--- src/cbdhr_consts.svh ---
// constants for the cpu bus decode and halt reset glue
// assumes a 125 MHz mclk and a 20-bit memory / 16-bit io address space
`ifndef CBDHR_CONSTS_SVH
`define CBDHR_CONSTS_SVH
`define CBDHR_UPPER_LO 20'hFF800
`define CBDHR_UPPER_HI 20'hFFFFF
`define CBDHR_RAM_LO 20'h02000
`define CBDHR_RAM_HI 20'h020FF
`define CBDHR_LOWER_LO 20'h00000
`define CBDHR_LOWER_HI 20'h007FF
`define CBDHR_PERIPH_BASE 16'h0000
`define CBDHR_PERIPH_BLOCK_SHIFT 7
`define CBDHR_HALT_CODE 3'h3
`define CBDHR_FETCH_ADDR 20'hFFFF0
`define CBDHR_RST_STATUS 16'hF002
`define CBDHR_RST_CODE_SEG 16'hFFFF
`define CBDHR_RST_RELOC 16'h20FF
`define CBDHR_RST_ZERO 16'h0000
`define CBDHR_RST_UPPER_CFG 16'hFFFB
`define CBDHR_PORT_RST 8'h00
`define CBDHR_BUS_IDLE 35'h300000007
`define CBDHR_CLK_MHZ 125
`define CBDHR_PULSE_MS 40
`define CBDHR_POR_MS 50
`endif

--- src/cbdhr_pkg.sv ---
// types for the cpu bus decode and halt reset glue
// assumes the constants header is included by users
package cbdhr_pkg;
    typedef struct packed {
        logic ale;
        logic rd_n;
        logic wr_n;
        logic is_io;
        logic [19:0] addr;
        logic [7:0] wdata;
        logic [2:0] state_n;
    } cbdhr_bus_t;
    typedef struct packed {
        logic [15:0] status;
        logic [15:0] ip;
        logic [15:0] cs;
        logic [15:0] ds;
        logic [15:0] es;
        logic [15:0] ss;
        logic [15:0] reloc;
        logic [15:0] upper_cfg;
        logic [19:0] fetch;
    } cbdhr_rstval_t;
    typedef enum logic [2:0] {
        CBDHR_IDLE = 3'b001,
        CBDHR_ARMED = 3'b010,
        CBDHR_PULSE = 3'b100
    } cbdhr_state_t;
endpackage : cbdhr_pkg

--- src/cbdhr_top.sv ---
// bus decode, port latches and halt reset sequencing for one controller
// assumes the cpu strobes come from pins and pass a two-stage synchroniser
// Notes on behaviour
// - decode upper, ram, lower eprom memory ranges
// - upper select enables upper eprom on read
// - address captured on falling latch strobe
// - eprom memory read drives data while read low
// - io 0000-007F selects upper eprom ports
// - low address bits pick port or direction
// - port write works only on io cycles, not memory
// - port read drives port bits; no direction
// - dedicated port read strobe tied inactive
// - output bits read back from latch
// - lower eprom has own selects and port latches, shares upper direction registers
// - ram enabled high from midrange select
// - ram io/memory input low for memory
// - ram read drives, write stores latched byte
// - halt pattern 0,1,1 sampled at latch fall
// - halt arms, clock low triggers, shot rearms
// - one-shot gives tens of millisecond pulse
// - either halt resets both controllers
// - host command or switch change triggers shot
// - power-on holds reset about 50 ms
// - fetch starts at FFFF0 after reset
// - reset loads documented register values
// - each periph select covers 128 addresses
`include "cbdhr_consts.svh"
module cbdhr_top #(
    parameter int PULSE_CYCLES = `CBDHR_PULSE_MS * `CBDHR_CLK_MHZ * 1000,
    parameter int POR_CYCLES = `CBDHR_POR_MS * `CBDHR_CLK_MHZ * 1000
) (
    input wire logic mclk,
    input wire logic resetn,
    input wire cbdhr_pkg::cbdhr_bus_t bus_in,
    input wire logic [7:0] port_a_in,
    input wire logic [7:0] port_b_in,
    input wire logic [7:0] lo_port_a_in,
    input wire logic [7:0] lo_port_b_in,
    input wire logic [7:0] eprom_rdata,
    input wire logic [7:0] ram_rdata,
    input wire logic other_halt,
    input wire logic host_reset_cmd,
    input wire logic manual_computer_switch,
    output logic upper_memory_select_n,
    output logic lower_memory_select_n,
    output logic midrange_select0_n,
    output logic periph_select0_n,
    output logic periph_select1_n,
    output logic periph_select2_n,
    output logic periph_select3_n,
    output logic ram_chip_en,
    output logic ram_io_mem,
    output logic port_read_strobe_n,
    output logic [7:0] rdata,
    output logic rdata_oe,
    output logic [7:0] port_a_out,
    output logic [7:0] port_b_out,
    output logic [7:0] port_a_dir,
    output logic [7:0] port_b_dir,
    output logic [7:0] lo_port_a_out,
    output logic [7:0] lo_port_b_out,
    output logic halt_out,
    output logic cpu_reset_in_n,
    output logic focus_reset_out,
    output logic rotation_reset_out,
    output cbdhr_pkg::cbdhr_rstval_t cpu_rstval
);
    // ------------------------------------------------------------
    // input synchronisers
    // ------------------------------------------------------------
    cbdhr_pkg::cbdhr_bus_t bus_m_q, bus_q;
    logic [2:0] ext_m_q, ext_q;
    logic [47:0] din_m_q, din_q;
    logic ale_d1_q, sw_d1_q;
    wire reset_pulse;
    always_ff @(posedge mclk or negedge resetn) begin
        if (!resetn) begin
            // idle strobes, so no bus cycle shows as reset lifts
            bus_m_q <= `CBDHR_BUS_IDLE;
            bus_q <= `CBDHR_BUS_IDLE;
            ext_m_q <= 3'h0;
            ext_q <= 3'h0;
            din_m_q <= 48'h0;
            din_q <= 48'h0;
        end else begin
            bus_m_q <= bus_in;
            bus_q <= bus_m_q;
            ext_m_q <= {other_halt, host_reset_cmd, manual_computer_switch};
            ext_q <= ext_m_q;
            din_m_q <= {port_a_in, port_b_in, lo_port_a_in, lo_port_b_in, eprom_rdata, ram_rdata};
            din_q <= din_m_q;
        end
    end
    always_ff @(posedge mclk or negedge resetn) begin
        if (!resetn) begin
            ale_d1_q <= 1'b0;
            sw_d1_q <= 1'b0;
        end else begin
            ale_d1_q <= bus_q.ale;
            sw_d1_q <= ext_q[0];
        end
    end
    wire ale_fall = ale_d1_q & ~bus_q.ale;
    wire [7:0] pa_pin = din_q[47:40];
    wire [7:0] pb_pin = din_q[39:32];
    wire [7:0] lpa_pin = din_q[31:24];
    wire [7:0] lpb_pin = din_q[23:16];
    wire [7:0] ep_pin = din_q[15:8];
    wire [7:0] ram_pin = din_q[7:0];

    // ------------------------------------------------------------
    // address latch and decode
    // ------------------------------------------------------------
    logic [19:0] addr_q;
    logic io_q;
    always_ff @(posedge mclk or negedge resetn) begin
        if (!resetn) begin
            addr_q <= 20'h00000;
            io_q <= 1'b0;
        end else if (ale_fall) begin
            addr_q <= bus_q.addr;
            io_q <= bus_q.is_io;
        end
    end
    function automatic logic in_range(input logic [19:0] a, input logic [19:0] lo, input logic [19:0] hi);
        in_range = (a >= lo) && (a <= hi);
    endfunction : in_range
    wire [15:0] io_off = addr_q[15:0] - `CBDHR_PERIPH_BASE;
    wire [8:0] io_blk = io_off[15:`CBDHR_PERIPH_BLOCK_SHIFT];
    wire mem_up = !io_q && in_range(addr_q, `CBDHR_UPPER_LO, `CBDHR_UPPER_HI);
    wire mem_ram = !io_q && in_range(addr_q, `CBDHR_RAM_LO, `CBDHR_RAM_HI);
    wire mem_lo = !io_q && in_range(addr_q, `CBDHR_LOWER_LO, `CBDHR_LOWER_HI);
    wire io_ok = io_q && (addr_q[19:16] == 4'h0);
    wire ps0 = io_ok && (io_blk == 9'h000);
    wire ps1 = io_ok && (io_blk == 9'h001);
    wire ps2 = io_ok && (io_blk == 9'h002);
    wire ps3 = io_ok && (io_blk == 9'h003);
    wire cyc = !bus_q.rd_n || !bus_q.wr_n;
    wire rd = !bus_q.rd_n;
    wire wr_fall = !bus_q.wr_n;
    wire [1:0] psel = addr_q[1:0];

    // ------------------------------------------------------------
    // port latches for both eprom chips, direction registers shared
    // ------------------------------------------------------------
    logic [7:0] pa_q, pb_q, da_q, db_q, lpa_q, lpb_q;
    always_ff @(posedge mclk or negedge resetn) begin
        if (!resetn) begin
            pa_q <= `CBDHR_PORT_RST;
            pb_q <= `CBDHR_PORT_RST;
            da_q <= `CBDHR_PORT_RST;
            db_q <= `CBDHR_PORT_RST;
            lpa_q <= `CBDHR_PORT_RST;
            lpb_q <= `CBDHR_PORT_RST;
        end else if (reset_pulse) begin
            pa_q <= `CBDHR_PORT_RST;
            pb_q <= `CBDHR_PORT_RST;
            da_q <= `CBDHR_PORT_RST;
            db_q <= `CBDHR_PORT_RST;
            lpa_q <= `CBDHR_PORT_RST;
            lpb_q <= `CBDHR_PORT_RST;
        end else if (wr_fall && (ps0 || ps1)) begin
            unique case ({ps1, psel})
                3'b000: pa_q <= bus_q.wdata;
                3'b001: pb_q <= bus_q.wdata;
                3'b010: da_q <= bus_q.wdata;
                3'b011: db_q <= bus_q.wdata;
                3'b100: lpa_q <= bus_q.wdata;
                3'b101: lpb_q <= bus_q.wdata;
                // lower chip shares the direction registers, it has no direction registers of its own
                3'b110: da_q <= bus_q.wdata;
                3'b111: db_q <= bus_q.wdata;
            endcase
        end
    end
    // output bits read back from the latch, input bits from the pin
    function automatic logic [7:0] port_view(input logic [7:0] lat, input logic [7:0] pin, input logic [7:0] dir);
        port_view = (lat & dir) | (pin & ~dir);
    endfunction : port_view
    wire [7:0] up_port = psel[0] ? port_view(pb_q, pb_pin, db_q) : port_view(pa_q, pa_pin, da_q);
    wire [7:0] lo_port = psel[0] ? port_view(lpb_q, lpb_pin, db_q) : port_view(lpa_q, lpa_pin, da_q);
    wire port_rd = rd && (ps0 || ps1) && !psel[1];
    wire mem_rd = rd && (mem_up || mem_lo || mem_ram);
    wire [7:0] rd_mux = port_rd ? (ps1 ? lo_port : up_port) : (mem_ram ? ram_pin : ep_pin);

    // ------------------------------------------------------------
    // registered chip selects and read data
    // ------------------------------------------------------------
    always_ff @(posedge mclk or negedge resetn) begin
        if (!resetn) begin
            upper_memory_select_n <= 1'b1;
            lower_memory_select_n <= 1'b1;
            midrange_select0_n <= 1'b1;
            periph_select0_n <= 1'b1;
            periph_select1_n <= 1'b1;
            periph_select2_n <= 1'b1;
            periph_select3_n <= 1'b1;
            ram_chip_en <= 1'b0;
            ram_io_mem <= 1'b0;
            port_read_strobe_n <= 1'b1;
            rdata <= 8'h00;
            rdata_oe <= 1'b0;
        end else begin
            upper_memory_select_n <= !(cyc && (mem_up || ps0));
            lower_memory_select_n <= !(cyc && (mem_lo || ps1));
            midrange_select0_n <= !(cyc && mem_ram);
            periph_select0_n <= !(cyc && ps0);
            periph_select1_n <= !(cyc && ps1);
            periph_select2_n <= !(cyc && ps2);
            periph_select3_n <= !(cyc && ps3);
            ram_chip_en <= cyc && (mem_ram || ps2);
            ram_io_mem <= ps2;
            port_read_strobe_n <= 1'b1;
            rdata <= rd_mux;
            rdata_oe <= mem_rd || port_rd;
        end
    end

    // ------------------------------------------------------------
    // halt detect, reset one-shot, power-on hold
    // ------------------------------------------------------------
    wire halt_seen = ale_fall && (bus_q.state_n == `CBDHR_HALT_CODE);
    wire sw_edge = ext_q[0] ^ sw_d1_q;
    wire trig_ext = ext_q[1] || ext_q[2] || sw_edge;
    cbdhr_pkg::cbdhr_state_t st_q;
    logic [31:0] cnt_q;
    logic [31:0] por_q;
    logic por_done_q;
    assign reset_pulse = (st_q == cbdhr_pkg::CBDHR_PULSE);
    always_ff @(posedge mclk or negedge resetn) begin
        if (!resetn) begin
            st_q <= cbdhr_pkg::CBDHR_IDLE;
            cnt_q <= 32'h0;
        end else begin
            unique case (st_q)
                cbdhr_pkg::CBDHR_IDLE: begin
                    if (trig_ext) begin
                        st_q <= cbdhr_pkg::CBDHR_PULSE;
                    end else if (halt_seen) begin
                        st_q <= cbdhr_pkg::CBDHR_ARMED;
                    end
                    cnt_q <= 32'h0;
                end
                cbdhr_pkg::CBDHR_ARMED: begin
                    st_q <= cbdhr_pkg::CBDHR_PULSE;
                end
                cbdhr_pkg::CBDHR_PULSE: begin
                    if (cnt_q == 32'(PULSE_CYCLES - 1)) begin
                        st_q <= cbdhr_pkg::CBDHR_IDLE;
                    end
                    cnt_q <= cnt_q + 32'h1;
                end
                default: st_q <= cbdhr_pkg::CBDHR_IDLE;
            endcase
        end
    end
    always_ff @(posedge mclk or negedge resetn) begin
        if (!resetn) begin
            por_q <= 32'h0;
            por_done_q <= 1'b0;
        end else if (!por_done_q) begin
            por_q <= por_q + 32'h1;
            por_done_q <= (por_q == 32'(POR_CYCLES - 1));
        end
    end
    always_ff @(posedge mclk or negedge resetn) begin
        if (!resetn) begin
            cpu_reset_in_n <= 1'b0;
            focus_reset_out <= 1'b1;
            rotation_reset_out <= 1'b1;
            halt_out <= 1'b0;
        end else begin
            cpu_reset_in_n <= por_done_q && !reset_pulse;
            focus_reset_out <= !por_done_q || reset_pulse;
            rotation_reset_out <= !por_done_q || reset_pulse;
            halt_out <= (st_q == cbdhr_pkg::CBDHR_ARMED);
        end
    end
    always_ff @(posedge mclk or negedge resetn) begin
        if (!resetn) begin
            cpu_rstval <= '0;
        end else begin
            cpu_rstval <= '{`CBDHR_RST_STATUS, `CBDHR_RST_ZERO, `CBDHR_RST_CODE_SEG, `CBDHR_RST_ZERO,
                `CBDHR_RST_ZERO, `CBDHR_RST_ZERO, `CBDHR_RST_RELOC, `CBDHR_RST_UPPER_CFG,
                `CBDHR_FETCH_ADDR};
        end
    end
    assign port_a_out = pa_q;
    assign port_b_out = pb_q;
    assign port_a_dir = da_q;
    assign port_b_dir = db_q;
    assign lo_port_a_out = lpa_q;
    assign lo_port_b_out = lpb_q;
endmodule : cbdhr_top

--- config.mk ---
export PLATFORM = sky130hd
export DESIGN_NAME = cbdhr_top
export DESIGN_NICKNAME = d
export VERILOG_FILES = /design/src/cbdhr_pkg.sv /design/src/cbdhr_top.sv
export VERILOG_INCLUDE_DIRS = /design/src
export SDC_FILE = /design/constraint.sdc
export NUM_CORES = 1
export LEC_CHECK = 0
export CORE_ASPECT_RATIO = 0.7
export CORE_MARGIN = 2
export CORE_UTILIZATION = 45
export DETAILED_ROUTE_END_ITERATION = 8
export DONT_BUFFER_PORTS = 1
export GPL_TIMING_DRIVEN = 0
export PLACE_DENSITY = 0.64
export SYNTH_ARGS = -nofsm -noshare
export SYNTH_HDL_FRONTEND = slang
export SYNTH_SLANG_ARGS = --single-unit
--- constraint.sdc ---
create_clock -name mclk -period 2.8 [get_ports mclk]
set_input_delay 0.42 -clock mclk [delete_from_list [all_inputs] [get_ports mclk]]
set_output_delay 0.42 -clock mclk [all_outputs]
set_load 0.01 [all_outputs]
# [Yosys cells after proc, flatten, opt, wreduce, memory -nomap -nowiden]
# Cells that the tools add are included.
[classes] n_addsub=2 order_cmp=6 n_eq_ne=18 muxes=29 bitwise_logic=17 n_reduce_logical=69
[op_table] op="$mux W8" count=23
[op_table] op="$add A32 B1 Y32 const B" count=2
[op_table] op="$and A8 B8 Y8" count=8
[op_table] op="$eq A32 B23 Y1 const B" count=2
[op_table] op="$pmux W32 S2" count=1
[op_table] op="$or A8 B8 Y8" count=4
[op_table] op="$logic_and A1 B1 Y1" count=25
[op_table] op="$ge A20 B1 Y1 const B" count=1
[op_table] op="$ge A20 B14 Y1 const B" count=1
[op_table] op="$ge A20 B20 Y1 const B" count=1
[op_table] op="$le A20 B11 Y1 const B" count=1
[op_table] op="$le A20 B14 Y1 const B" count=1
[op_table] op="$le A20 B20 Y1 const B" count=1
[op_table] op="$eq A9 B2 Y1 const B" count=2
[op_table] op="$not A8 Y8" count=2
[op_table] op="$reduce_bool A2 Y1" count=8
[op_table] op="$eq A3 B3 Y1 const B" count=5
[op_table] op="$reduce_and A2 Y1" count=7
[op_table] op="$logic_not A1 Y1" count=13
[op_table] op="$eq A3 B2 Y1 const B" count=4
[op_table] op="$logic_or A1 B1 Y1" count=11
[op_table] op="$eq A9 B1 Y1 const B" count=1
[op_table] op="$logic_not A9 Y1" count=1
[op_table] op="$mux W3" count=3
[op_table] op="other kinds (11)" count=13
[totals] reg_bits=336 in_bits=88 output_inout_bits=219

# [Logic depth before layout (Yosys ltp)]
# Gate-level depths: netlist of run 1.
[logic_depth] word_depth=8 mapped_depth=6

# [Least setup slack after synthesis of run 1]
# No wires, ideal clock.
[synth_path] kind="reg-to-output" startpoint="register, netlist name cpu_rstval[4]" endpoint="output port cpu_rstval[100] in the netlist's numbering" arrival_time_ps=1527 slack_ps=853 path_stages_with_launch=2 path_buffers=1 cell_sequence="dfrtp_1 -> buf_4"
[synth_lines] item="end, declared" line_no="cbdhr_top.sv:66" source="output cbdhr_pkg::cbdhr_rstval_t cpu_rstval"

# [Worst setup path after layout of run 1]
[layout_path] startpoint="register addr_q[0]" endpoint="register rdata[2]"
[layout_between] elab_chain_cells=5 word_cells_on_any_way=9
[layout_lines] item="start, declared" line_no="cbdhr_top.sv:114" source="logic [19:0] addr_q;"
[layout_lines] item="start signal, assigned" line_no="cbdhr_top.sv:121" source="addr_q <= bus_q.addr;"
[layout_lines] item="$ge A20 B14 Y1 or $le A20 B14 Y1 (tied branches)" line_no="cbdhr_top.sv:126" source="in_range = (a >= lo) && (a <= hi);"
[layout_lines] item="$logic_and A1 B1 Y1" line_no="cbdhr_top.sv:126"
[layout_lines] item="$logic_and A1 B1 Y1" line_no="cbdhr_top.sv:131" source="wire mem_ram = !io_q && in_range(addr_q, `CBDHR_RAM_LO, `CBDHR_RAM_HI);"
[layout_lines] item="$mux W8" line_no="cbdhr_top.sv:184" source="wire [7:0] rd_mux = port_rd ? (ps1 ? lo_port : up_port) : (mem_ram ? ram_pin : ep_pin);"
[layout_lines] item="$mux W8 (*)" line_no="cbdhr_top.sv:184"
[layout_lines] item="named net rd_mux[2]" line_no="cbdhr_top.sv:184"
[layout_lines] item="end signal, assigned" line_no="cbdhr_top.sv:214" source="rdata <= rd_mux;"
[layout_lines] item="end, declared" line_no="cbdhr_top.sv:54" source="output logic [7:0] rdata,"
# The timed path passes the listed nets; every way through them passes the cells marked *.
# A chain may end at the register's enable or synchronous reset.

==> results, run 1 <==
- In the final routed layout, each cell accounts on average for 19.1 µm.
- The final hold violation count came to 311.
- The root buffer cell is clkbuf_16.
- The number of CTS-inserted buffers is 31.
- In this run the tightest slew margin relative to its limit is 28.4%.
- After synthesis, the cell types taking the most area are dfrtp_1 (58%), buf_4 (8.7%), mux2i_1 (7.6%).
- The aggregate negative setup slack is 0 ns.
- The total count of max-transition violations in the final report is 0.
- The biggest fanout along the worst timing path is 10.
- After detailed routing, the number of remaining DRC violations is 0.
- Combinational logic is responsible for about a tenth of the overall power.
- The worst IR drop on VDD is 0.000470 V.
- Global routing used around 30% of the available met2 tracks.
- The utilization after layout is between 50 and 60%.
- The remaining global-route overflow is 0.
- The net switching power is 2.57 mW.
- The netlist area before placement is 0.0130 mm².
- The power density of the placed cells is 670 mW/mm².
- The pin count of the biggest net entering global routing is 319.
- The met1 demand-to-capacity share in global routing is 29.6%.
- The number of placed cells counting well taps is between 1,500 and 2,000.
- The clock latency on the worst-skew pair is between 0.5 and 0.6 ns.
- The clock network accounts for approximately 44% of the total power.
- The type of destination of the critical path is a flip-flop.
- Routability-driven placement finished with a final weighted congestion of 0.864.
- In this design, the stage delay of the slowest critical-path cell is between 0.8 and 0.9 ns.
- The most frequently used flop master after synthesis is dfrtp_1.
- The sequential-to-total area share from yosys stat is around 61%.
- The clock period could shrink to ~2.7 ns.
- The floorplan has 51 rows.
- Once detailed placement completed, the half-perimeter wirelength came to 21,500 µm.
- The post-route clock period utilization is ~95%.
- The netlist uses 53 different library cells.
- The number of detailed-route iterations in the first pass is 5.
- Setup repair after global routing left no endpoint under its margin.
- In this run the remaining antenna-violating nets after routing total 0.
- Buffers inserted to repair hold after CTS numbered 81.
- For this run, the top clock speed supported by timing is between 300 and 400 MHz.
- For this configuration, the core starts out at a cell density of a little under half.
- The number of global-route vias before repair is 8,088.
- The number of primary I/O pins is 307.
- The path type of the worst setup path is reg -> reg.
- The cell type of the slowest stage on the worst timing path is buf_1.
- The count of inserted antenna diode cells is 0.
- The flow ran to the end, but the final reports show violations.
- Net switching is roughly a quarter of the power.
- Of the cells placed in the final design, the portion with a size suffix greater than 1 is approximately a fifth.
- The die covers around 0.030 mm².
- The count of buffers added on input and output ports is 0.
- In this design, the critical path's most frequently occurring cell is mux2i_1.
- The region available for standard cell placement spans between 0.02 and 0.03 mm².
- For this block, the via count after detailed routing is 8,508.
- In the global route stage, overall resource usage came out at 20.6%.
- The clock edge transition at the registers on the reported setup and hold paths is ~0.070 ns.
- The tree built by TritonCTS fans out to approximately 320 sinks.
- For this design the static power due to leakage is 7.35 nW.
- The clock passes through at most 3 buffers.
- After synthesis the netlist holds a flip-flop and latch count of ~320.
- The via density per instance is a little over 5.
- During synthesis, Yosys emitted a total of 0 warnings.
- The global routing's busiest layer is met2.
- In this run the number of H-tree levels came out at 1.
- The number of synthesized flops with an enable pin is 0.
- The path class of the tightest hold or removal check is in -> async.
- The proportion of netlist area held by the largest area contributor is 57.6%.
- At the pin with the least slew margin, the transition time is 1.07 ns.
- Compared with the post-synthesis result, the final layout area differs by 21.5%.
- The die is 207 µm wide.
- The number of setup violations in the final report is 0.
- The required time at the worst-slack endpoint is 3.21 ns.
- Data arrives at the worst endpoint at 3.08 ns.
- The number of DRC violations after detailed-routing iteration 0 is 723.
- The routing usage on met3 is 6.86%.
- Walking the worst path, the cells encountered are buf_2, buf_1, mux2i_1, mux2i_1, mux2i_1.
- The combined buffer and inverter count along the critical path is 2.
- The mean instance size in the synthesized netlist is 12.4 µm².
- The floorplan step set the die height to 146 µm.
- The fraction of synthesis flops using an asynchronous set or reset pin is 100%.
- Synthesis produced 1,051 cells.
- Across the run, the number of max-cap violations was 0.
- The global-route wire length before repair is roughly 49,000 µm.
- The CTS tree is built.
- The number of antenna violations at the first check in global routing is 0.
- The tightest hold path in the finished design has a slack of -0.457 ns.
- The final reports fail on negative hold slack.
- STA classifies the critical path startpoint as a flip-flop.
- The total length of routed wires is between 30,000 and 40,000 µm.
- The finished layout holds between 1,500 and 2,000 standard cells, fillers aside.
- The sequential power share is 46.7%.
- The final net count is 1,342.
- The internal power is approximately 8 mW.
- The clock skew after layout is 0.0124 ns.
- Broken down by cell family, the worst path's largest delay share belongs to buffers and inverters.
- The top cell type by total area after synthesis is dfrtp_1.
## cells by family after synthesis
family / count (synthesis) / share of synthesized area, %
xor+xnor: 32 / 2.16
simple gates: 268 / 12.2
other cells: 2 / 0.0578
buf+inv: 200 / 10.4
fa+ha+maj: 2 / 0.193
flops: 318 / 61.4
mux: 115 / 9.02
compound gates: 114 / 4.56
## through the flow
step / hold slack, ns / power (mW) / setup slack (ns) / instance area, µm²
floorplan: 0.124 / 5.65 / 0.853 / 13300
global placement: 0.134 / 5.88 / -0.0776 / 13800
detailed placement: 0.139 / 5.90 / -0.0862 / 13800
CTS: -0.479 / 10.6 / 0.0380 / 15800
global route: -0.480 / 11.0 / 0.0635 / 15800
finish: -0.457 / 10.6 / 0.133 / 15800
## power by group through the flow
stage | registers [mW] | clock network [mW] | logic (mW)
2_1_floorplan | 4.97 | 0 | 0.686
3_3_place_gp | 5.01 | 0 | 0.876
3_5_place_dp | 5.02 | 0 | 0.885
4_1_cts | 4.93 | 4.72 | 0.983
5_1_grt | 4.96 | 4.93 | 1.08
6_report | 4.94 | 4.63 | 0.999
## worst paths after layout
path / startpoint / to / slack, ns / cells after the start
worst max-delay path: addr_q[0] / rdata[2] / 0.13 / 5
worst min-delay path: resetn / bus_m_q[12] / -0.46 / 0
worst max register to register: addr_q[0] / rdata[2] / 0.13 / 5
worst min register to register: din_m_q[3] / din_q[3] / 0.35 / 0
max in group asynchronous: resetn / cpu_rstval[4] / 2.70 / 0
min in group mclk: din_m_q[3] / din_q[3] / 0.35 / 0
## layer usage
layer / up-vias / share of wire [%]
li1: 3857 / -
met4: 0 / 2.6
met2: 418 / 43
met5: - / 0
met3: 59 / 11
met1: 4174 / 43
## state kept, by name, summed over array words and instances, names as in the netlist, 3 cells and up
register       cells
ext_q              3
bus_m_q           30
rdata              8
port_a_out         8
addr_q            15
st_q               3
port_b_dir         8
por_q             32
ext_m_q            3
din_q             48
lo_port_a_out      8
cnt_q             32
port_a_dir         8
din_m_q           48
lo_port_b_out      8
bus_q             30
port_b_out         8
## cell usage in the layout (no fill, tap or decap), drive strengths merged, types with 2 or more instances in the layout
cell | Yosys | layout
a21oi | 50 | 50
a31oi | 2 | 2
and2 | 4 | 4
and3 | 12 | 12
and4 | 3 | 3
buf | 163 | 164
bufinv | 0 | 7
clkbuf | 26 | 64
clkinv | 0 | 2
clkinvlp | 0 | 9
conb | 2 | 89
dfrtp | 299 | 299
dfstp | 19 | 19
dlygate4sd3 | 0 | 81
ha | 2 | 2
inv | 11 | 12
mux2 | 16 | 16
mux2i | 99 | 99
nand2 | 57 | 57
nand2b | 3 | 3
nand3 | 39 | 39
nand3b | 2 | 2
nand4 | 66 | 66
nand4b | 5 | 5
nor2 | 23 | 23
nor3 | 15 | 15
nor3b | 4 | 4
nor4 | 14 | 14
nor4b | 6 | 6
nor4bb | 2 | 2
o21ai | 55 | 55
o31ai | 2 | 2
or3 | 2 | 2
or3b | 4 | 4
or4 | 3 | 3
xnor2 | 21 | 21
xor2 | 11 | 11
## synthesized netlist by cell type, types with 2 or more instances
library cell / count
a31oi_1: 2
conb_1: 2
buf_2: 5
nand2_1: 57
nor4_1: 8
nor3_1: 12
nor4b_1: 6
nand3_1: 39
xor2_1: 11
o21ai_1: 2
nor4bb_1: 2
nor4_2: 3
and4_1: 3
xnor2_1: 21
or3_1: 2
o31ai_1: 2
and3_1: 12
nor3_2: 2
buf_6: 4
nand4_1: 65
buf_4: 151
inv_1: 11
o21ai_0: 53
and2_1: 4
clkbuf_1: 26
or3b_2: 3
mux2_2: 16
nand2b_1: 3
nor4_4: 3
dfrtp_1: 299
or4_4: 2
mux2i_1: 99
ha_1: 2
dfstp_2: 19
nand3b_1: 2
nor3b_1: 4
nor2_1: 23
a21oi_1: 50
nand4b_1: 5
buf_1: 3
## layout make-up
cell class,count,area (µm²)
timing repair buffer,81,811
clock inverter,19,308
buffer,189,1310
multi-input combinational,620,4010
sequential,318,7980
clock buffer,39,846
inverter,11,41.3
fill,2278,12300
tap,371,464
## what timing repair did
item / in CTS / in global routing
setup endpoints to repair: 1 / 2
resized for setup: 1 / 4
hold endpoints to repair: 399 / 318
buffers inserted: 0 / 0
(Power assumes the default switching activity.)
==> run 2, diff against run 1 <==
--- a/config.mk
+++ b/config.mk
@@ -12,7 +12,7 @@
 export DETAILED_ROUTE_END_ITERATION = 8
 export DONT_BUFFER_PORTS = 1
 export GPL_TIMING_DRIVEN = 0
-export PLACE_DENSITY = 0.64
+export PLACE_DENSITY = 0.66
 export SYNTH_ARGS = -nofsm -noshare
 export SYNTH_HDL_FRONTEND = slang
 export SYNTH_SLANG_ARGS = --single-unit
==> constraint.sdc (replaced) <==
create_clock -name mclk -period 2.3 [get_ports mclk]
set_input_delay 0.345 -clock mclk [delete_from_list [all_inputs] [get_ports mclk]]
set_output_delay 0.345 -clock mclk [all_outputs]
set_load 0.01 [all_outputs]
==> run 2 against run 1 <==
- the run still ends with negative hold slack left
- global-route usage shrank 0.14 points
- clock power grew 17%
- first-iteration DRC count up 4.3%
- critical path depth unchanged
- power is 20% higher
- worst setup slack lost 0.028 ns
- wire length decreased by 1.6%
- sequential power up 22%
- fmax increased by 22%
- critical path type unchanged
==> results, run 2 (same netlist as run 1, synthesis figures left out) <==
- The flow ran to the end, but the final reports show violations.
- The final reports fail on negative hold slack.
- The final routed wire length divided by cell count is ~19 µm.
- The number of remaining DRC errors is 0.
- Setup repair after global routing left no endpoint under its margin.
- The number of antenna diodes in the final layout is 0.
- The commonest non-fill, non-tap cell in the layout is dfrtp_1.
- The pin count of the biggest net entering global routing is 319.
- STA classifies the critical path endpoint as a flip-flop.
- The worst IR drop on VDD is 0.000617 V.
- Port buffering added 0 buffers.
- The number of global-route vias before repair came to 8,071.
- The half-perimeter wire length after detailed placement is 21,500 µm.
- Based on the critical path, the design can be clocked at up to 456 MHz.
- After layout, the worst path uses 95.4% of the clock period.
- The number of H-tree levels is 1.
- After floorplanning, the core was sized to cover 0.0281 mm².
- Clock tree synthesis found a total of between 300 and 400 sinks.
- The number of detailed-route iterations in the first pass is 6.
- In the layout the commonest cells are dfrtp_1 (298), buf_4 (154), mux2i_1 (96).
- The die is 207 µm wide.
- Data arrives at the worst endpoint at 2.61 ns.
- The measured slew at the worst slew-check pin is 0.929 ns.
- The global-route wire length before repair is a little under 50,000 µm.
- Once placement finished, the instance area stood at ~0.014 mm².
- The path type of the worst min-delay path is in -> async.
- The final hold violation count is ~320.
- Power spread over the standard cell area amounts to 801 mW/mm².
- The worst setup path is launched from a flip-flop.
- Data on the critical path is required at its endpoint by around 2.7 ns.
- The clock latency on the worst-skew pair is between 0.5 and 0.6 ns.
- Dividing the detail-routed via count by the number of cells gives 5.12.
- For this block, the via count after detailed routing is around 8,400.
- Once detail routing completed, the nets flagged for antenna violations numbered 0.
- The total leakage power is 7.37 nW.
- In this run the worst path has a maximum fanout of 10.
- Clock tree synthesis selected as its root buffer the cell clkbuf_16.
- Prior to clock tree synthesis, the placed netlist has a worst setup slack of -0.656 ns.
- The largest registers in the layout are din_m_q (48), din_q (48).
- The cell row count is 51.
- The final net count is 1,343.
- Global routing finished with a remaining overflow of 0.
- Of the cells placed in the final design, the portion with a size suffix greater than 1 is 21.5%.
- The path type of the worst setup path is reg -> reg.
- The worst pin sits at a relative slew slack of between 30% and 40%.
- The number of antenna violations at the first check in global routing is 1.
- The number of setup violations in the final report is 0.
- The number of buffers inserted for hold repair after clock tree synthesis is 81.
- The clock skew after layout is 0.00971 ns.
- The total global-route track usage is 20.5%.
- The die is 146 µm tall.
- Counting the buffers created by CTS gives 30.
- The completed layout was analyzed and its total power is 12.6 mW.
- For this configuration, the core starts out at a cell density of approximately 46%.
- The die footprint is between 0.03 and 0.04 mm².
- The routed design has roughly 31,000 µm of wire.
- The smallest clock period supported by the final layout is computed as between 2 and 2.5 ns.
- The minimum setup slack in the final design is 0.105 ns.
- The filler cells instantiated in the layout total between 2,000 and 2,500.
- The synthesis-to-finish area growth is 21.4%.
- The final weighted congestion of routability-driven global placement is 0.860.
- TritonCTS built the clock tree.
- The max-cap check violation count is 0.
- The buffer levels on the longest clock path is 3.
- The cell area after layout is 0.0158 mm².
- In this run the register-to-register setup slack is 0.11 ns.
- The total count of max-transition violations in the final report is 0.
- In this run the count of I/O pins placed on the die edge is 307.
- The number of DRC violations after detailed-routing iteration 0 is 754.
- After clock tree synthesis, the clock-pin slew on the worst setup and hold paths is 0.06 ns.
- On the final layout, the worst hold slack is -0.507 ns.
[run 2: worst paths after layout]
check                                 start       endpoint  cells after the start
worst max-delay path              addr_q[0]       rdata[3]                      5
worst min-delay path                 resetn    bus_m_q[12]                      0
worst max register to register    addr_q[0]       rdata[3]                      5
worst min register to register  din_m_q[45]      din_q[45]                      0
max in group asynchronous            resetn  cpu_rstval[4]                      0
min in group mclk                 bus_in[1]     bus_m_q[1]                      1
[run 2: area by class of cell]
| cell class | instances | area [µm²] | area share [%] |
|---|---|---|---|
| Timing Repair Buffer | 83 | 826 | 5.24 |
| Sequential cell | 318 | 7990 | 50.6 |
| Buffer | 189 | 1320 | 8.35 |
| Clock inverter | 17 | 260 | 1.65 |
| Tap cell | 371 | 464 | 2.94 |
| Clock buffer | 38 | 832 | 5.28 |
| Inverter | 11 | 41.3 | 0.262 |
| Multi-Input combinational cell | 620 | 4050 | 25.6 |
[run 2: report_power, final]
group          internal (mW)  switching, mW
logic                  0.490          0.732
clock network           3.25           2.15
registers               5.84          0.176
total                   9.57           3.06
[run 2: metrics by stage]
step | setup TNS, ns | instances | utilization, % | hold slack, ns
6_report | 0 | 1647 | 56.2 | -0.507
2_1_floorplan | 0 | 1138 | - | 0.0494
5_1_grt | 0 | 1647 | 56.2 | -0.538
3_5_place_dp | -3.70 | 1509 | 49.1 | 0.0650
3_3_place_gp | -3.16 | 1509 | 49.1 | 0.0605
4_1_cts | 0 | 1645 | 56.1 | -0.533
[run 2: what timing repair did]
item / 4_1_cts / 5_1_grt
endpoints found under the hold margin: 399 / 318
buffers inserted: 0 / 2
setup endpoints to repair: 27 / 34
gates cloned: 0 / 0
gates resized for setup: 11 / 8
pin swaps: 0 / 1
[run 2: metal layers]
metal	vias to the layer above	wire length, µm	global-route usage, %
met3	51	3060	7.33
met5	-	0	0
met1	4141	13600	28.7
met2	383	13700	30.4
li1	3853	-	-
met4	0	679	5.29
[run 2: critical path, cell delays in order, from the launching register on]
cell and delay, ns:
dfrtp_1 0.38, buf_2 0.40, buf_2 0.48, mux2i_1 0.14
mux2i_1 0.48, mux2i_1 0.15
==> run 3, diff against run 2 <==
--- a/config.mk
+++ b/config.mk
@@ -6,7 +6,7 @@
 export SDC_FILE = /design/constraint.sdc
 export NUM_CORES = 1
 export LEC_CHECK = 0
-export CORE_ASPECT_RATIO = 0.7
+export CORE_ASPECT_RATIO = 0.75
 export CORE_MARGIN = 2
 export CORE_UTILIZATION = 45
 export DETAILED_ROUTE_END_ITERATION = 8
==> constraint.sdc (replaced) <==
create_clock -name mclk -period 2.3 [get_ports mclk]
set_input_delay 0.46 -clock mclk [delete_from_list [all_inputs] [get_ports mclk]]
set_output_delay 0.46 -clock mclk [all_outputs]
set_load 0.01 [all_outputs]
==> run 3 against run 2 <==
- the run still ends with negative hold slack left
- sequential share of layout area barely moved
- global-route usage about the same
- via count increased by 1.4%
- combinational power is essentially flat
- largest cell class unchanged
==> results, run 3 (same netlist as run 1, synthesis figures left out) <==
- After routing the design area is 0.0158 mm².
- The flow ran to the end, but the final reports show violations.
- Across all setup checks in the final design, the least slack found is roughly 0.096 ns.
- The largest individual stage delay along the critical path comes from the cell or4_4.
- Along the worst path, the maximum fanout reaches 10.
- The final layout contains 1,347 nets.
- The type of destination of the critical path is a flip-flop.
- The floorplan has 53 rows.
- Setup total negative slack on the finished layout was measured at 0 ns.
- The analysis attributes to cell leakage a power of 7.37 nW.
- The synthesis-to-finish area growth is 21.5%.
- The max-cap check violation count is 0.
- The number of global-route vias before repair is 8,110.
- The number of remaining DRC errors is 0.
- The final antenna-violating net count is 0.
- The largest registers in the layout are din_m_q (48), din_q (48).
- The worst IR drop on VDD is approximately 0.00064 V.
- Across all hold checks on the routed design, the worst slack comes to -0.416 ns.
- The required time at the worst-slack endpoint is 2.79 ns.
- After global routing the overflow that remains totals 0.
- The number of buffers inserted for hold repair after clock tree synthesis is 81.
- The number of placed cells counting well taps is 1,523.
- The clock reaches the later pin of the worst-skew pair after 0.57 ns.
- The number of antenna violations at the first check in global routing came to 1.
- The maximum clock rate is 454 MHz.
- The area taken by multi-input logic gates is 0.00404 mm².
- Detailed routing inserted a total of 8,542 vias.
- The final weighted congestion of routability-driven global placement is 0.860.
- The library cells used most frequently in the layout, excluding fill and tap cells, are dfrtp_1 (298), buf_4 (156), mux2i_1 (97).
- The die covers ~0.030 mm².
- The number of H-tree levels is 1.
- The final reports fail on negative hold slack.
- The number of primary I/O pins is 307.
- The final routed wire length divided by cell count is 18.8 µm.
- Leaving out filler cells and counting taps, the final layout contains 1,668.
- The path type of the worst min-delay path is in -> async.
- The number of detailed-route iterations in the first pass is 4.
- The total count of max-transition violations in the final report came to 0.
- Overall power consumption after layout is estimated at 12.4 mW.
- In the routed layout, each cell is associated on average with a via count of 5.12.
- The half-perimeter wire length after detailed placement is 21,400 µm.
- The measured slew at the worst slew-check pin is roughly 1.0 ns.
- The final hold violation count is 318.
- The power density of the placed cells is 787 mW/mm².
- The first global-routing pass estimated 47,900 µm of wire.
- Clock-pin slew was measured on the worst setup and hold paths at 0.07 ns.
- The area taken by flip-flops and latches is around 0.008 mm².
- The x dimension of the die is approximately 200 µm.
- Counting every sink on the clock net gives approximately 320.
- In this run the deepest clock path goes through 3 buffers.
- In this run the tool buffered the top-level ports with 0 buffer cells.
- Setup violations remaining at the end of the flow were counted as 0.
- The relative slew slack is 30.6%.
- The placed instances occupy a cell area of 0.0138 mm².
- The time the worst path needs with I/O delays and setup is 2.20 ns.
- The pin count of the biggest net entering global routing is 319.
- TritonCTS created 31 clock buffers.
- The startpoint identified for the worst register-to-register timing path is addr_q[18].
- Of the available clock period, the critical path in the final layout requires 95.8%.
- The worst slack after detailed placement is -0.376 ns.
- The fraction of final layout cells with drive strength greater than 1 is between 20% and 30%.
- The root buffer cell is clkbuf_16.
- Once the floorplan was initialized, standard cells occupied 46.1% of the core.
- STA puts the critical path data arrival time at 2.70 ns.
- The utilization after layout is between 50% and 60%.
- TritonCTS built the clock tree.
- The category of the worst setup path launch point is a flip-flop.
- The commonest non-fill, non-tap cell in the layout is dfrtp_1.
- The worst setup path is of the reg -> reg kind.
- The largest stage delay on the critical path is 0.61 ns.
- The clock skew after layout is 0.0154 ns.
- The signal on the critical path passes through or4_4, nor4_4, buf_6, nand4_1, a21oi_1.
- In the global route stage, overall resource usage came out at around a fifth.
- For this block, the initial DRC count from the detailed router was 750.
- The area of the core is 0.0282 mm².
- The total length of routed wires is 31,300 µm.
- The die is 151 µm tall.
- The worst setup path startpoint is addr_q[18].
- The layout has 2,345 filler cells.
run 3: area by class of cell:
| type | instances | area share, % |
|---|---|---|
| flip-flops and latches | 318 | 50.6 |
| multi-input cells | 620 | 25.6 |
| plain buffers | 189 | 8.41 |
| clock buffers | 46 | 5.65 |
| repair buffers | 86 | 5.38 |
| well taps | 385 | 3.05 |
| clock inverters | 12 | 0.999 |
| inverters | 11 | 0.262 |
| diodes | 1 | 0.0159 |
run 3: power breakdown:
group          internal (mW)  switching (mW)
Sequential              5.84           0.180
Combinational          0.492           0.729
Clock                   3.03            2.14
run 3: timing repair:
| item | CTS | global route |
|---|---|---|
| endpoints found under the setup margin | 28 | 27 |
| pin swaps | 0 | 4 |
| gates cloned | 0 | 0 |
| buffers inserted | 0 | 5 |
| hold endpoints to repair | 399 | 318 |
| gates resized for setup | 11 | 5 |
run 3: per-layer routing:
layer / part of all wire, % / global-route usage [%]
met3: 9.0 / 5.74
met1: 44 / 28.7
met4: 2.2 / 5.45
met2: 45 / 31.5
met5: 0 / 0
run 3: final timing paths:
check | end | cells past startpoint | slack [ns]
worst max-delay path | lo_port_b_out[0] | 5 | 0.1
worst min-delay path | bus_m_q[28] | 0 | -0.42
worst max register to register | lo_port_b_out[0] | 5 | 0.1
worst min register to register | din_q[30] | 0 | 0.34
max in group asynchronous | cpu_rstval[4] | 0 | 2.36
min in group mclk | din_q[30] | 0 | 0.34
run 3: critical path: cells and delay by family (launching register included):
kind	cells	cell delay [ns]
compound gates	1	0.19
buf+inv	1	0.23
flops	1	0.44
simple gates	3	1.26
